## config.mk

```make
export PLATFORM = sky130hd
export DESIGN_NAME = lbc_counter
export DESIGN_NICKNAME = d
export VERILOG_FILES = /design/src/lbc_pkg.sv /design/src/lbc_counter.sv /design/src/lbc_sync.sv
export SDC_FILE = /design/constraint.sdc
export NUM_CORES = 1
export LEC_CHECK = 0
export ABC_AREA = 1
export BUFFER_PORTS_ARGS = -buffer_cell sky130_fd_sc_hd__buf_4
export CAP_MARGIN = 10
export CORE_MARGIN = 2
export CORE_UTILIZATION = 45
export CTS_BUF_LIST = sky130_fd_sc_hd__clkbuf_16
export DETAILED_ROUTE_END_ITERATION = 12
export SETUP_SLACK_MARGIN = 0.3
export SKIP_LAST_GASP = 1
export SLEW_MARGIN = 20
export SYNTH_ARGS = -nofsm -noshare
export SYNTH_HDL_FRONTEND = slang
export SYNTH_SLANG_ARGS = --single-unit
```

## constraint.sdc

```tcl
create_clock -name CLK -period 2.9 [get_ports CLK]
set_input_delay 0.58 -clock CLK [delete_from_list [all_inputs] [get_ports CLK]]
set_output_delay 0.58 -clock CLK [all_outputs]
set_load 0.05 [all_outputs]
```

## src/lbc_pkg.sv

```systemverilog
// Purpose: Shared constants and types of the limited up/down counter.
// Assumes: AXI4-Lite slave with 32-bit data, word-aligned registers.
// Notes:   Offsets are byte addresses; all fields live in the low bits.
package lbc_pkg;

  // Register byte offsets
  localparam logic [7:0] OFS_CTRL   = 8'h00;
  localparam logic [7:0] OFS_LOW    = 8'h04;
  localparam logic [7:0] OFS_HIGH   = 8'h08;
  localparam logic [7:0] OFS_START  = 8'h0C;
  localparam logic [7:0] OFS_CMP    = 8'h10;
  localparam logic [7:0] OFS_CMP0   = 8'h14;
  localparam logic [7:0] OFS_CMP1   = 8'h18;
  localparam logic [7:0] OFS_COUNT  = 8'h1C;
  localparam logic [7:0] OFS_STATUS = 8'h20;
  localparam logic [7:0] OFS_MASK   = 8'h24;

  // Control field positions
  localparam int CTRL_SWGATE  = 0;
  localparam int CTRL_EDGE_LS = 1;
  localparam int CTRL_DOWN    = 3;
  localparam int CTRL_FN_LS   = 4;
  localparam int CTRL_DI_LS   = 7;
  localparam int CTRL_STOP    = 9;
  localparam logic [31:0] CTRL_MASK = 32'h000003FF;

  // Status and mask bit positions
  localparam int ST_CMP   = 0;
  localparam int ST_LIMIT = 1;

  // Values after reset
  localparam logic [31:0] CTRL_RST   = 32'h00000000;
  localparam logic [31:0] LOW_RST    = 32'h00000000;
  localparam logic [31:0] HIGH_RST_S = 32'h7FFFFFFF;
  localparam logic [31:0] HIGH_RST_U = 32'hFFFFFFFF;
  localparam logic [31:0] START_RST  = 32'h00000000;
  localparam logic [31:0] CMP_RST_S  = 32'h0000000A;
  localparam logic [31:0] CMP_RST_U  = 32'h00000001;
  localparam logic [31:0] CMP0_RST   = 32'h00000000;
  localparam logic [31:0] CMP1_RST   = 32'h0000000A;
  localparam logic [1:0]  MASK_RST   = 2'h0;

  // AXI response codes
  localparam logic [1:0] RESP_OKAY   = 2'h0;
  localparam logic [1:0] RESP_SLVERR = 2'h2;

  typedef enum logic [1:0] {
    EDGE_RISE = 2'h0,
    EDGE_FALL = 2'h1,
    EDGE_BOTH = 2'h2
  } lbc_edge_t;

  typedef enum logic [2:0] {
    FN_OFF0   = 3'h0,
    FN_OFF1   = 3'h1,
    FN_INSIDE = 3'h2,
    FN_OUTSID = 3'h3,
    FN_TO_HI  = 3'h4,
    FN_TO_LO  = 3'h5
  } lbc_fn_t;

  typedef enum logic [1:0] {
    DI_NONE = 2'h0,
    DI_GATE = 2'h1,
    DI_DIR  = 2'h2
  } lbc_di_t;

  typedef struct packed {
    logic s1;
    logic s2;
    logic s3;
  } lbc_sync_t;

endpackage

```

## src/lbc_counter.sv

```systemverilog
// Purpose: One limited up/down counting channel with compare output.
// Assumes: 10 MHz CLK, SRST synchronous active high, AXI4-Lite slave.
// Notes:   Software keeps limits, start and compare values consistent.
module lbc_counter #(
  parameter bit SIGNED_RANGE = 1'b1
) (
  input  wire logic        CLK,
  input  wire logic        SRST,
  input  wire logic        CNT_IN,
  input  wire logic        AUX_IN,
  output logic             CMP_OUT,
  output logic             IRQ,
  input  wire logic [7:0]  AWADDR,
  input  wire logic        AWVALID,
  output logic             AWREADY,
  input  wire logic [31:0] WDATA,
  input  wire logic [3:0]  WSTRB,
  input  wire logic        WVALID,
  output logic             WREADY,
  output logic [1:0]       BRESP,
  output logic             BVALID,
  input  wire logic        BREADY,
  input  wire logic [7:0]  ARADDR,
  input  wire logic        ARVALID,
  output logic             ARREADY,
  output logic [31:0]      RDATA,
  output logic [1:0]       RRESP,
  output logic             RVALID,
  input  wire logic        RREADY
);

  // Elaboration check on the variant switch
  if (SIGNED_RANGE !== 1'b0 && SIGNED_RANGE !== 1'b1) begin : g_chk
    $error("SIGNED_RANGE must be 0 or 1");
  end

  localparam logic [31:0] HIGH_RST =
    SIGNED_RANGE ? lbc_pkg::HIGH_RST_S : lbc_pkg::HIGH_RST_U;
  localparam logic [31:0] CMP_RST =
    SIGNED_RANGE ? lbc_pkg::CMP_RST_S : lbc_pkg::CMP_RST_U;

  typedef struct packed {
    logic        awready;
    logic        wready;
    logic        bvalid;
    logic [1:0]  bresp;
    logic        arready;
    logic        rvalid;
    logic [1:0]  rresp;
    logic [31:0] rdata;
    logic        have_aw;
    logic        have_w;
    logic [7:0]  aw_addr;
    logic [31:0] wdata;
    logic [3:0]  wstrb;
    logic [31:0] ctrl;
    logic [31:0] low;
    logic [31:0] high;
    logic [31:0] start;
    logic [31:0] cmp;
    logic [31:0] cmp0;
    logic [31:0] cmp1;
    logic [31:0] count;
    logic [1:0]  status;
    logic [1:0]  mask;
    logic        stopped;
    logic        gate;
    logic        cmp_bit;
    logic        irq;
  } lbc_state_t;

  lbc_state_t s_q;
  lbc_state_t s_d;

  logic cnt_lvl;
  logic cnt_rise;
  logic cnt_fall;
  logic aux_lvl;
  logic aux_rise;
  logic aux_fall;

  // Both pins cross into CLK through two flops
  lbc_sync u_sync_cnt (
    .clk  (CLK),
    .srst (SRST),
    .din  (CNT_IN),
    .lvl  (cnt_lvl),
    .rise (cnt_rise),
    .fall (cnt_fall)
  );

  lbc_sync u_sync_aux (
    .clk  (CLK),
    .srst (SRST),
    .din  (AUX_IN),
    .lvl  (aux_lvl),
    .rise (aux_rise),
    .fall (aux_fall)
  );

  // Ordering in the chosen range interpretation
  function automatic logic le(input logic [31:0] a, input logic [31:0] b);
    if (SIGNED_RANGE) begin
      le = $signed(a) <= $signed(b);
    end else begin
      le = a <= b;
    end
  endfunction

  // Byte-lane merge for partial writes
  function automatic logic [31:0] merge(input logic [31:0] old,
                                        input logic [31:0] dat,
                                        input logic [3:0]  strb);
    merge = old;
    for (int i = 0; i < 4; i++) begin
      if (strb[i]) begin
        merge[8*i +: 8] = dat[8*i +: 8];
      end
    end
  endfunction

  lbc_pkg::lbc_edge_t edge_sel;
  lbc_pkg::lbc_fn_t   fn_sel;
  lbc_pkg::lbc_di_t   di_sel;
  logic               hw_mode;
  logic               gate_open;
  logic               edge_hit;
  logic               down;
  logic               cnt_ev;
  logic               wr_fire;
  logic               start_wr;
  logic               cmp_next;

  // Decoded control fields and gate
  always_comb begin
    edge_sel = lbc_pkg::lbc_edge_t'(s_q.ctrl[lbc_pkg::CTRL_EDGE_LS +: 2]);
    fn_sel   = lbc_pkg::lbc_fn_t'(s_q.ctrl[lbc_pkg::CTRL_FN_LS +: 3]);
    di_sel   = lbc_pkg::lbc_di_t'(s_q.ctrl[lbc_pkg::CTRL_DI_LS +: 2]);
    hw_mode  = di_sel == lbc_pkg::DI_GATE;
    // software gate qualifies the hardware gate
    gate_open = s_q.ctrl[lbc_pkg::CTRL_SWGATE] & (~hw_mode | aux_lvl);
    case (edge_sel)
      lbc_pkg::EDGE_RISE: edge_hit = cnt_rise;
      lbc_pkg::EDGE_FALL: edge_hit = cnt_fall;
      lbc_pkg::EDGE_BOTH: edge_hit = cnt_rise | cnt_fall;
      default:            edge_hit = cnt_rise;
    endcase
    if (di_sel == lbc_pkg::DI_DIR) begin
      down = aux_lvl;
    end else begin
      down = s_q.ctrl[lbc_pkg::CTRL_DOWN];
    end
    cnt_ev   = edge_hit & gate_open & ~s_q.stopped;
    wr_fire  = s_q.have_aw & s_q.have_w & ~s_q.bvalid;
    start_wr = wr_fire & (s_q.aw_addr == lbc_pkg::OFS_START);
  end

  // compare output from count and compare values
  always_comb begin
    case (fn_sel)
      lbc_pkg::FN_OFF0:   cmp_next = 1'b0;
      lbc_pkg::FN_OFF1:   cmp_next = 1'b1;
      // window between values 0 and 1
      lbc_pkg::FN_INSIDE: cmp_next = le(s_q.cmp0, s_q.count)
                                     & le(s_q.count, s_q.cmp1);
      lbc_pkg::FN_OUTSID: cmp_next = ~(le(s_q.cmp0, s_q.count)
                                     & le(s_q.count, s_q.cmp1));
      lbc_pkg::FN_TO_HI:  cmp_next = le(s_q.cmp, s_q.count)
                                     & le(s_q.count, s_q.high);
      lbc_pkg::FN_TO_LO:  cmp_next = le(s_q.low, s_q.count)
                                     & le(s_q.count, s_q.cmp);
      default:            cmp_next = 1'b0;
    endcase
  end

  logic [1:0]  st_set;
  logic [1:0]  st_clr;
  logic [31:0] rd_val;
  logic        rd_ok;

  // Read multiplexer; unmapped reads return zero and an error
  always_comb begin
    rd_ok  = 1'b1;
    rd_val = 32'h00000000;
    case (ARADDR)
      lbc_pkg::OFS_CTRL:   rd_val = s_q.ctrl;
      lbc_pkg::OFS_LOW:    rd_val = s_q.low;
      lbc_pkg::OFS_HIGH:   rd_val = s_q.high;
      lbc_pkg::OFS_START:  rd_val = s_q.start;
      lbc_pkg::OFS_CMP:    rd_val = s_q.cmp;
      lbc_pkg::OFS_CMP0:   rd_val = s_q.cmp0;
      lbc_pkg::OFS_CMP1:   rd_val = s_q.cmp1;
      lbc_pkg::OFS_COUNT:  rd_val = s_q.count;
      lbc_pkg::OFS_STATUS: rd_val = {30'h00000000, s_q.status};
      lbc_pkg::OFS_MASK:   rd_val = {30'h00000000, s_q.mask};
      default:             rd_ok  = 1'b0;
    endcase
  end

  // Next state: bus slave, counting, compare and interrupt
  always_comb begin
    s_d    = s_q;
    st_set = 2'h0;
    st_clr = 2'h0;
    // Address and data taken independently
    if (s_q.awready && AWVALID) begin
      s_d.have_aw = 1'b1;
      s_d.aw_addr = AWADDR;
    end
    if (s_q.wready && WVALID) begin
      s_d.have_w = 1'b1;
      s_d.wdata  = WDATA;
      s_d.wstrb  = WSTRB;
    end
    if (s_q.bvalid && BREADY) begin
      s_d.bvalid = 1'b0;
    end
    if (wr_fire) begin
      s_d.have_aw = 1'b0;
      s_d.have_w  = 1'b0;
      s_d.bvalid  = 1'b1;
      s_d.bresp   = lbc_pkg::RESP_OKAY;
      case (s_q.aw_addr)
        lbc_pkg::OFS_CTRL: s_d.ctrl = merge(s_q.ctrl, s_q.wdata, s_q.wstrb)
                                      & lbc_pkg::CTRL_MASK;
        lbc_pkg::OFS_LOW: begin
          // unsigned variant keeps low limit at zero
          if (SIGNED_RANGE) begin
            s_d.low = merge(s_q.low, s_q.wdata, s_q.wstrb);
          end
        end
        lbc_pkg::OFS_HIGH:  s_d.high  = merge(s_q.high, s_q.wdata, s_q.wstrb);
        lbc_pkg::OFS_START: s_d.start = merge(s_q.start, s_q.wdata,
                                              s_q.wstrb);
        lbc_pkg::OFS_CMP:   s_d.cmp   = merge(s_q.cmp, s_q.wdata, s_q.wstrb);
        lbc_pkg::OFS_CMP0:  s_d.cmp0  = merge(s_q.cmp0, s_q.wdata, s_q.wstrb);
        lbc_pkg::OFS_CMP1:  s_d.cmp1  = merge(s_q.cmp1, s_q.wdata, s_q.wstrb);
        lbc_pkg::OFS_MASK:  s_d.mask  = s_q.wstrb[0] ? s_q.wdata[1:0]
                                                     : s_q.mask;
        lbc_pkg::OFS_COUNT: s_d.bresp = lbc_pkg::RESP_SLVERR;
        lbc_pkg::OFS_STATUS: s_d.bresp = lbc_pkg::RESP_SLVERR;
        default:            s_d.bresp = lbc_pkg::RESP_SLVERR;
      endcase
    end
    // Ready only while the holding slot is free
    s_d.awready = ~s_d.have_aw;
    s_d.wready  = ~s_d.have_w;
    // One read at a time; status clears when read
    if (s_q.arready && ARVALID) begin
      s_d.arready = 1'b0;
      s_d.rvalid  = 1'b1;
      s_d.rdata   = rd_val;
      s_d.rresp   = rd_ok ? lbc_pkg::RESP_OKAY : lbc_pkg::RESP_SLVERR;
      if (ARADDR == lbc_pkg::OFS_STATUS) begin
        st_clr = s_q.status;
      end
    end
    if (s_q.rvalid && RREADY) begin
      s_d.rvalid  = 1'b0;
      s_d.arready = 1'b1;
    end

    // Gate tracking; a closed gate releases the automatic stop
    s_d.gate = gate_open;
    if (!gate_open) begin
      s_d.stopped = 1'b0;
    end
    if (start_wr) begin
      s_d.count = merge(s_q.start, s_q.wdata, s_q.wstrb);
    end else if (hw_mode && gate_open && !s_q.gate) begin
      // each hardware gate opening starts a fresh pass
      s_d.count = s_q.start;
    end else if (cnt_ev) begin
      if (!down) begin
        if (s_q.count == s_q.high) begin
          s_d.count = s_q.low;
          st_set[lbc_pkg::ST_LIMIT] = 1'b1;
          // one-time counting loads the low limit past the high limit and stops there
          if (hw_mode || s_q.ctrl[lbc_pkg::CTRL_STOP]) begin
            s_d.stopped = 1'b1;
          end
        end else begin
          s_d.count = s_q.count + 32'h00000001;
        end
      end else begin
        if (s_q.count == s_q.low) begin
          s_d.count = s_q.high;
          st_set[lbc_pkg::ST_LIMIT] = 1'b1;
          if (hw_mode || s_q.ctrl[lbc_pkg::CTRL_STOP]) begin
            s_d.stopped = 1'b1;
          end
        end else begin
          s_d.count = s_q.count - 32'h00000001;
        end
      end
    end

    // Compare bit registered; its rising edge is the compare event
    s_d.cmp_bit = cmp_next;
    if (cmp_next && !s_q.cmp_bit) begin
      st_set[lbc_pkg::ST_CMP] = 1'b1;
    end
    // Set wins over a clear in the same cycle
    s_d.status = (s_q.status & ~st_clr) | st_set;
    // mask enables the interrupt, cleared at reset
    s_d.irq = |(s_q.status & s_q.mask);
  end

  // State register
  always_ff @(posedge CLK) begin
    if (SRST) begin
      s_q         <= '0;
      s_q.awready <= 1'b1;
      s_q.wready  <= 1'b1;
      s_q.arready <= 1'b1;
      s_q.ctrl    <= lbc_pkg::CTRL_RST;
      s_q.low     <= lbc_pkg::LOW_RST;
      s_q.high    <= HIGH_RST;
      s_q.start   <= lbc_pkg::START_RST;
      s_q.cmp     <= CMP_RST;
      s_q.cmp0    <= lbc_pkg::CMP0_RST;
      s_q.cmp1    <= lbc_pkg::CMP1_RST;
      s_q.count   <= lbc_pkg::START_RST;
      s_q.mask    <= lbc_pkg::MASK_RST;
    end else begin
      s_q <= s_d;
    end
  end

  // Ports straight from flops
  assign AWREADY = s_q.awready;
  assign WREADY  = s_q.wready;
  assign BVALID  = s_q.bvalid;
  assign BRESP   = s_q.bresp;
  assign ARREADY = s_q.arready;
  assign RVALID  = s_q.rvalid;
  assign RDATA   = s_q.rdata;
  assign RRESP   = s_q.rresp;
  assign CMP_OUT = s_q.cmp_bit;
  assign IRQ     = s_q.irq;
endmodule

```

## src/lbc_sync.sv

```systemverilog
// Purpose: Two-flop synchroniser with edge detection for one pin.
// Assumes: Pin is asynchronous to clk.
// Notes:   Stage one feeds stage two only; edges come from later stages.
module lbc_sync (
  input  wire logic clk,
  input  wire logic srst,
  input  wire logic din,
  output logic      lvl,
  output logic      rise,
  output logic      fall
);

  lbc_pkg::lbc_sync_t s_q;
  lbc_pkg::lbc_sync_t s_d;

  // Next state of the shift chain
  always_comb begin
    s_d    = s_q;
    s_d.s1 = din;
    s_d.s2 = s_q.s1;
    s_d.s3 = s_q.s2;
  end

  // Chain register
  always_ff @(posedge clk) begin
    if (srst) begin
      s_q <= '0;
    end else begin
      s_q <= s_d;
    end
  end

  // Level and edges from settled stages
  assign lvl  = s_q.s2;
  assign rise = s_q.s2 & ~s_q.s3;
  assign fall = ~s_q.s2 & s_q.s3;

endmodule

```

==> metrics.txt <==
outcome finished clean; crit-path cells inv_1 > ha_1 > nand2_1 > nor2_2 > nand4_1 > buf_6 > nor3_4 > nand3_4 > buf_6 > buf_4 > nand2_1 > o211ai_1 > nand3_2 > o21ai_2 > a21oi_2; DRC viols 0; synth top area cells dfxtp_1, ha_1, nand2_1; worst-case reg-to-reg path depth 15; routability cong. 0.996; drt total wl roughly 84 mm; Period minus WS final 2.54 ns; Longest Clk Path Bufs 3; Via density 5.82; first-pass GRT wire length 125 mm; DR WL/cell 22.5 µm; Tot GR Track Use between 30% and 40%; worst hold path stage count 3; reg-to-reg slack, setup 0.36 ns; fillers 4475; Final Max Slew Viols 0; Skew-Pair Late Insertion Delay 0.58 ns; unrepaired setup endpoints after global routing true; Netlist Area Pre-Place 20700 µm²; Die X 218 µm; period utilisation layout 87.6%; GRT Residual Overflow 0; Final WS setup about 0.36 ns; crit path DAT 3.04 ns; die area around 48000 µm²; Mean Syn Cell Area between 6 and 7 µm²; reg-to-reg critical path startpoint s_q[38]$_SDFFE_PP0P_; dpl cell area between 20000 and 25000 µm²; top_reg_cell synth dfxtp_1; Tot Pwr roughly 11 mW; area of the multi-input gates 11900 µm²; Die H 218 µm; clk slew on worst S/H paths 0.06 ns; Post-Route Skew 0.0258 ns; WHS Endpoint u_sync_cnt.s_d[1]$_SDFF_PP0_; final hold violations 0; Post-Route Utilization 53.4%; CTS sink count 332; # port buffers 101; Final nets approximately 3300; Core Region roughly 45000 µm²; Achievable Freq 394 MHz; Req. time, crit path between 3 and 4 ns; CP peak stage delay 0.33 ns; vias between 20000 and 25000; Post-synth EDFFs 0; synth-to-layout area growth 17.3%; Buf+Inv Stages, Crit Path 4; CP endpoint kind flip-flop; setup TNS 0 ns; vias in the first global route 20400; DR pass1 iterations 5; Yosys top cell area share 32.2%; Yosys reg bits approximately 330; pwr dens 437 nW/µm²; register area 6670 µm²; Ys Warns 0; critical path startpoint category flip-flop; register area share after synthesis between 30% and 40%; CTS tree yes; Final Cell Area between 20000 and 25000 µm²; family with the most delay on the worst path simple AND/OR/NAND/NOR gates; largest net degree at the start of global routing 65; initial antenna violation count 0; Antenna Violating Nets Remaining 0; Final setup viols 0; I/O pin count 104; fraction of layout instances using a drive strength above 1 14.9%; Initial Util between 40% and 50%; worst slew pin tran roughly 0.85 ns; Post-synth ARST share 0%; synth unique cells 55; crit-path max FO 3; biggest area consumer among synthesized cells dfxtp_1; Root Buffer Master clkbuf_16; critical path type flip-flop to flip-flop; hold path startpoint CNT_IN; max cap viols 0; Slowest-stage cell, CP dfxtp_1; CTS Buf Count 40; worst min path class primary input to flip-flop; H-tree levels 2; detailed placement HPWL just over 60 mm; drt initial violations 2062; Worst VDD drop about 460 µV; max_slew headroom 43.1%; reg2reg end s_q[35]$_SDFFE_PP0P_; antenna fix cells 0; synthesized instance count 2970; pre-CTS worst setup slack 0.0846 ns; LEAKAGE 10.8 nW; row count 78
## Yosys cell counts, drive strengths merged (7+ instances only)
library cell	instances
a211oi	27
a21oi	337
a221oi	11
a31oi	12
buf	95
clkbuf	83
dfxtp	332
ha	166
inv	368
nand2	521
nand3	74
nand4	34
nor2	289
nor3	35
o211ai	61
o21a	14
o21ai	348
o221ai	10
o22ai	58
o41ai	11
or2	7
xor2	41
## cell families after synthesis
kind of cell / Yosys count / synth area share (%)
adder cells (fa/ha/maj): 166 / 10.1
other: 1 / 0.0181
buffers and inverters: 550 / 11.1
XOR/XNOR: 41 / 1.74
AND/OR/NAND/NOR: 970 / 20.3
AO/OA/AOI/OAI: 910 / 24.7
flip-flops: 332 / 32.2
## final cells by class
type	count	share of cell area, %
multi-input cells	2090	49.2
flip-flops and latches	332	27.5
repair buffers	274	9.08
inverters	372	5.85
clock buffers	41	4.23
well taps	600	3.10
clock inverters	30	1.08
## where the power goes
| group | switching [mW] | internal [mW] | total [mW] |
|---|---|---|---|
| Clock | 2.16 | 2.93 | 5.09 |
| Combinational | 0.561 | 0.239 | 0.800 |
| Sequential | 0.0719 | 4.63 | 4.70 |
| Total | 2.80 | 7.80 | 10.6 |
## per-layer routing
| layer | share of wire (%) | vias to the layer above | global-route usage (%) |
|---|---|---|---|
| met1 | 42 | 10300 | 45.7 |
| li1 | - | 10300 | - |
| met5 | 0 | - | 0 |
| met4 | 6.3 | 0 | 19.1 |
| met2 | 44 | 924 | 54.6 |
| met3 | 7.9 | 247 | 5.53 |
## flip-flops by register name, indices dropped and copies added, names as in the netlist
signal,count
u_sync_cnt.s_q,1
BVALID,1
ARREADY,1
u_sync_aux.lvl,1
AWREADY,1
edge_sel,2
u_sync_cnt.s_d,1
WREADY,1
s_q,279
RVALID,1
fn_sel,3
IRQ,1
RRESP,1
u_sync_aux.s_d,1
RDATA,32
u_sync_cnt.lvl,1
CMP_OUT,1
BRESP,1
di_sel,2
## through the flow
stage | hold WS [ns] | instances
after floorplan | 0.388 | 2971
after global placement | 0.399 | 3656
after detailed placement | 0.405 | 3656
after CTS | 0.202 | 3729
after global routing | 0.237 | 3739
final | 0.210 | 3739
## worst register-to-register path, cell delays in order (launching register included)
cell and delay, ns:
dfxtp_1 0.33, inv_1 0.06, ha_1 0.27, nand2_1 0.09
nor2_2 0.12, nand4_1 0.12, buf_6 0.16, nor3_4 0.33
nand3_4 0.17, buf_6 0.17, buf_4 0.14, nand2_1 0.08
o211ai_1 0.13, nand3_2 0.12, o21ai_2 0.06, a21oi_2 0.11
## timing repair
item	in CTS	in global routing
setup endpoints to repair	34	34
setup buffers	1	10
hold buffers	0	0
gates cloned	1	0
gates resized for setup	12	60
pin swaps	3	16
## worst max path at each step
stage | slack [ns] | cells after the start | to | start
detailed placement | 0.08 | 14 | s_q[35]$_SDFFE_PP0P_ | s_q[39]$_SDFFE_PP0P_
CTS | 0.30 | 12 | s_q[9]$_SDFFE_PP0P_ | s_q[189]$_SDFFE_PP1P_
floorplan | 0.66 | 13 | s_q[26]$_SDFFE_PP0P_ | s_q[21]$_SDFFE_PP0P_
finish | 0.36 | 15 | s_q[35]$_SDFFE_PP0P_ | s_q[38]$_SDFFE_PP0P_
global placement | 0.1 | 13 | s_q[28]$_SDFFE_PP0P_ | s_q[39]$_SDFFE_PP0P_
global route | 0.25 | 18 | s_q[6]$_SDFF_PP0_ | s_q[35]$_SDFFE_PP0P_
## layout by cell type (no fill, tap or decap), types with 8 or more instances in the layout
cell type / netlist / final
a211oi_1: 27 / 27
a21oi_1: 336 / 333
a221oi_1: 11 / 11
a31oi_1: 12 / 12
buf_12: 0 / 10
buf_4: 41 / 260
clkbuf_16: 0 / 41
clkinv_1: 4 / 8
clkinv_2: 0 / 10
dfxtp_1: 332 / 319
dfxtp_2: 0 / 11
ha_1: 166 / 163
inv_1: 349 / 351
inv_2: 18 / 17
nand2_1: 512 / 507
nand2_2: 8 / 12
nand3_1: 69 / 69
nand4_1: 31 / 31
nor2_1: 266 / 249
nor2_2: 12 / 25
nor2_4: 11 / 16
nor3_1: 24 / 21
o211ai_1: 60 / 60
o21a_1: 14 / 14
o21ai_0: 315 / 311
o21ai_1: 30 / 33
o221ai_1: 10 / 10
o22ai_1: 58 / 58
o41ai_1: 11 / 11
xor2_1: 41 / 41
(Power assumes the default switching activity.)
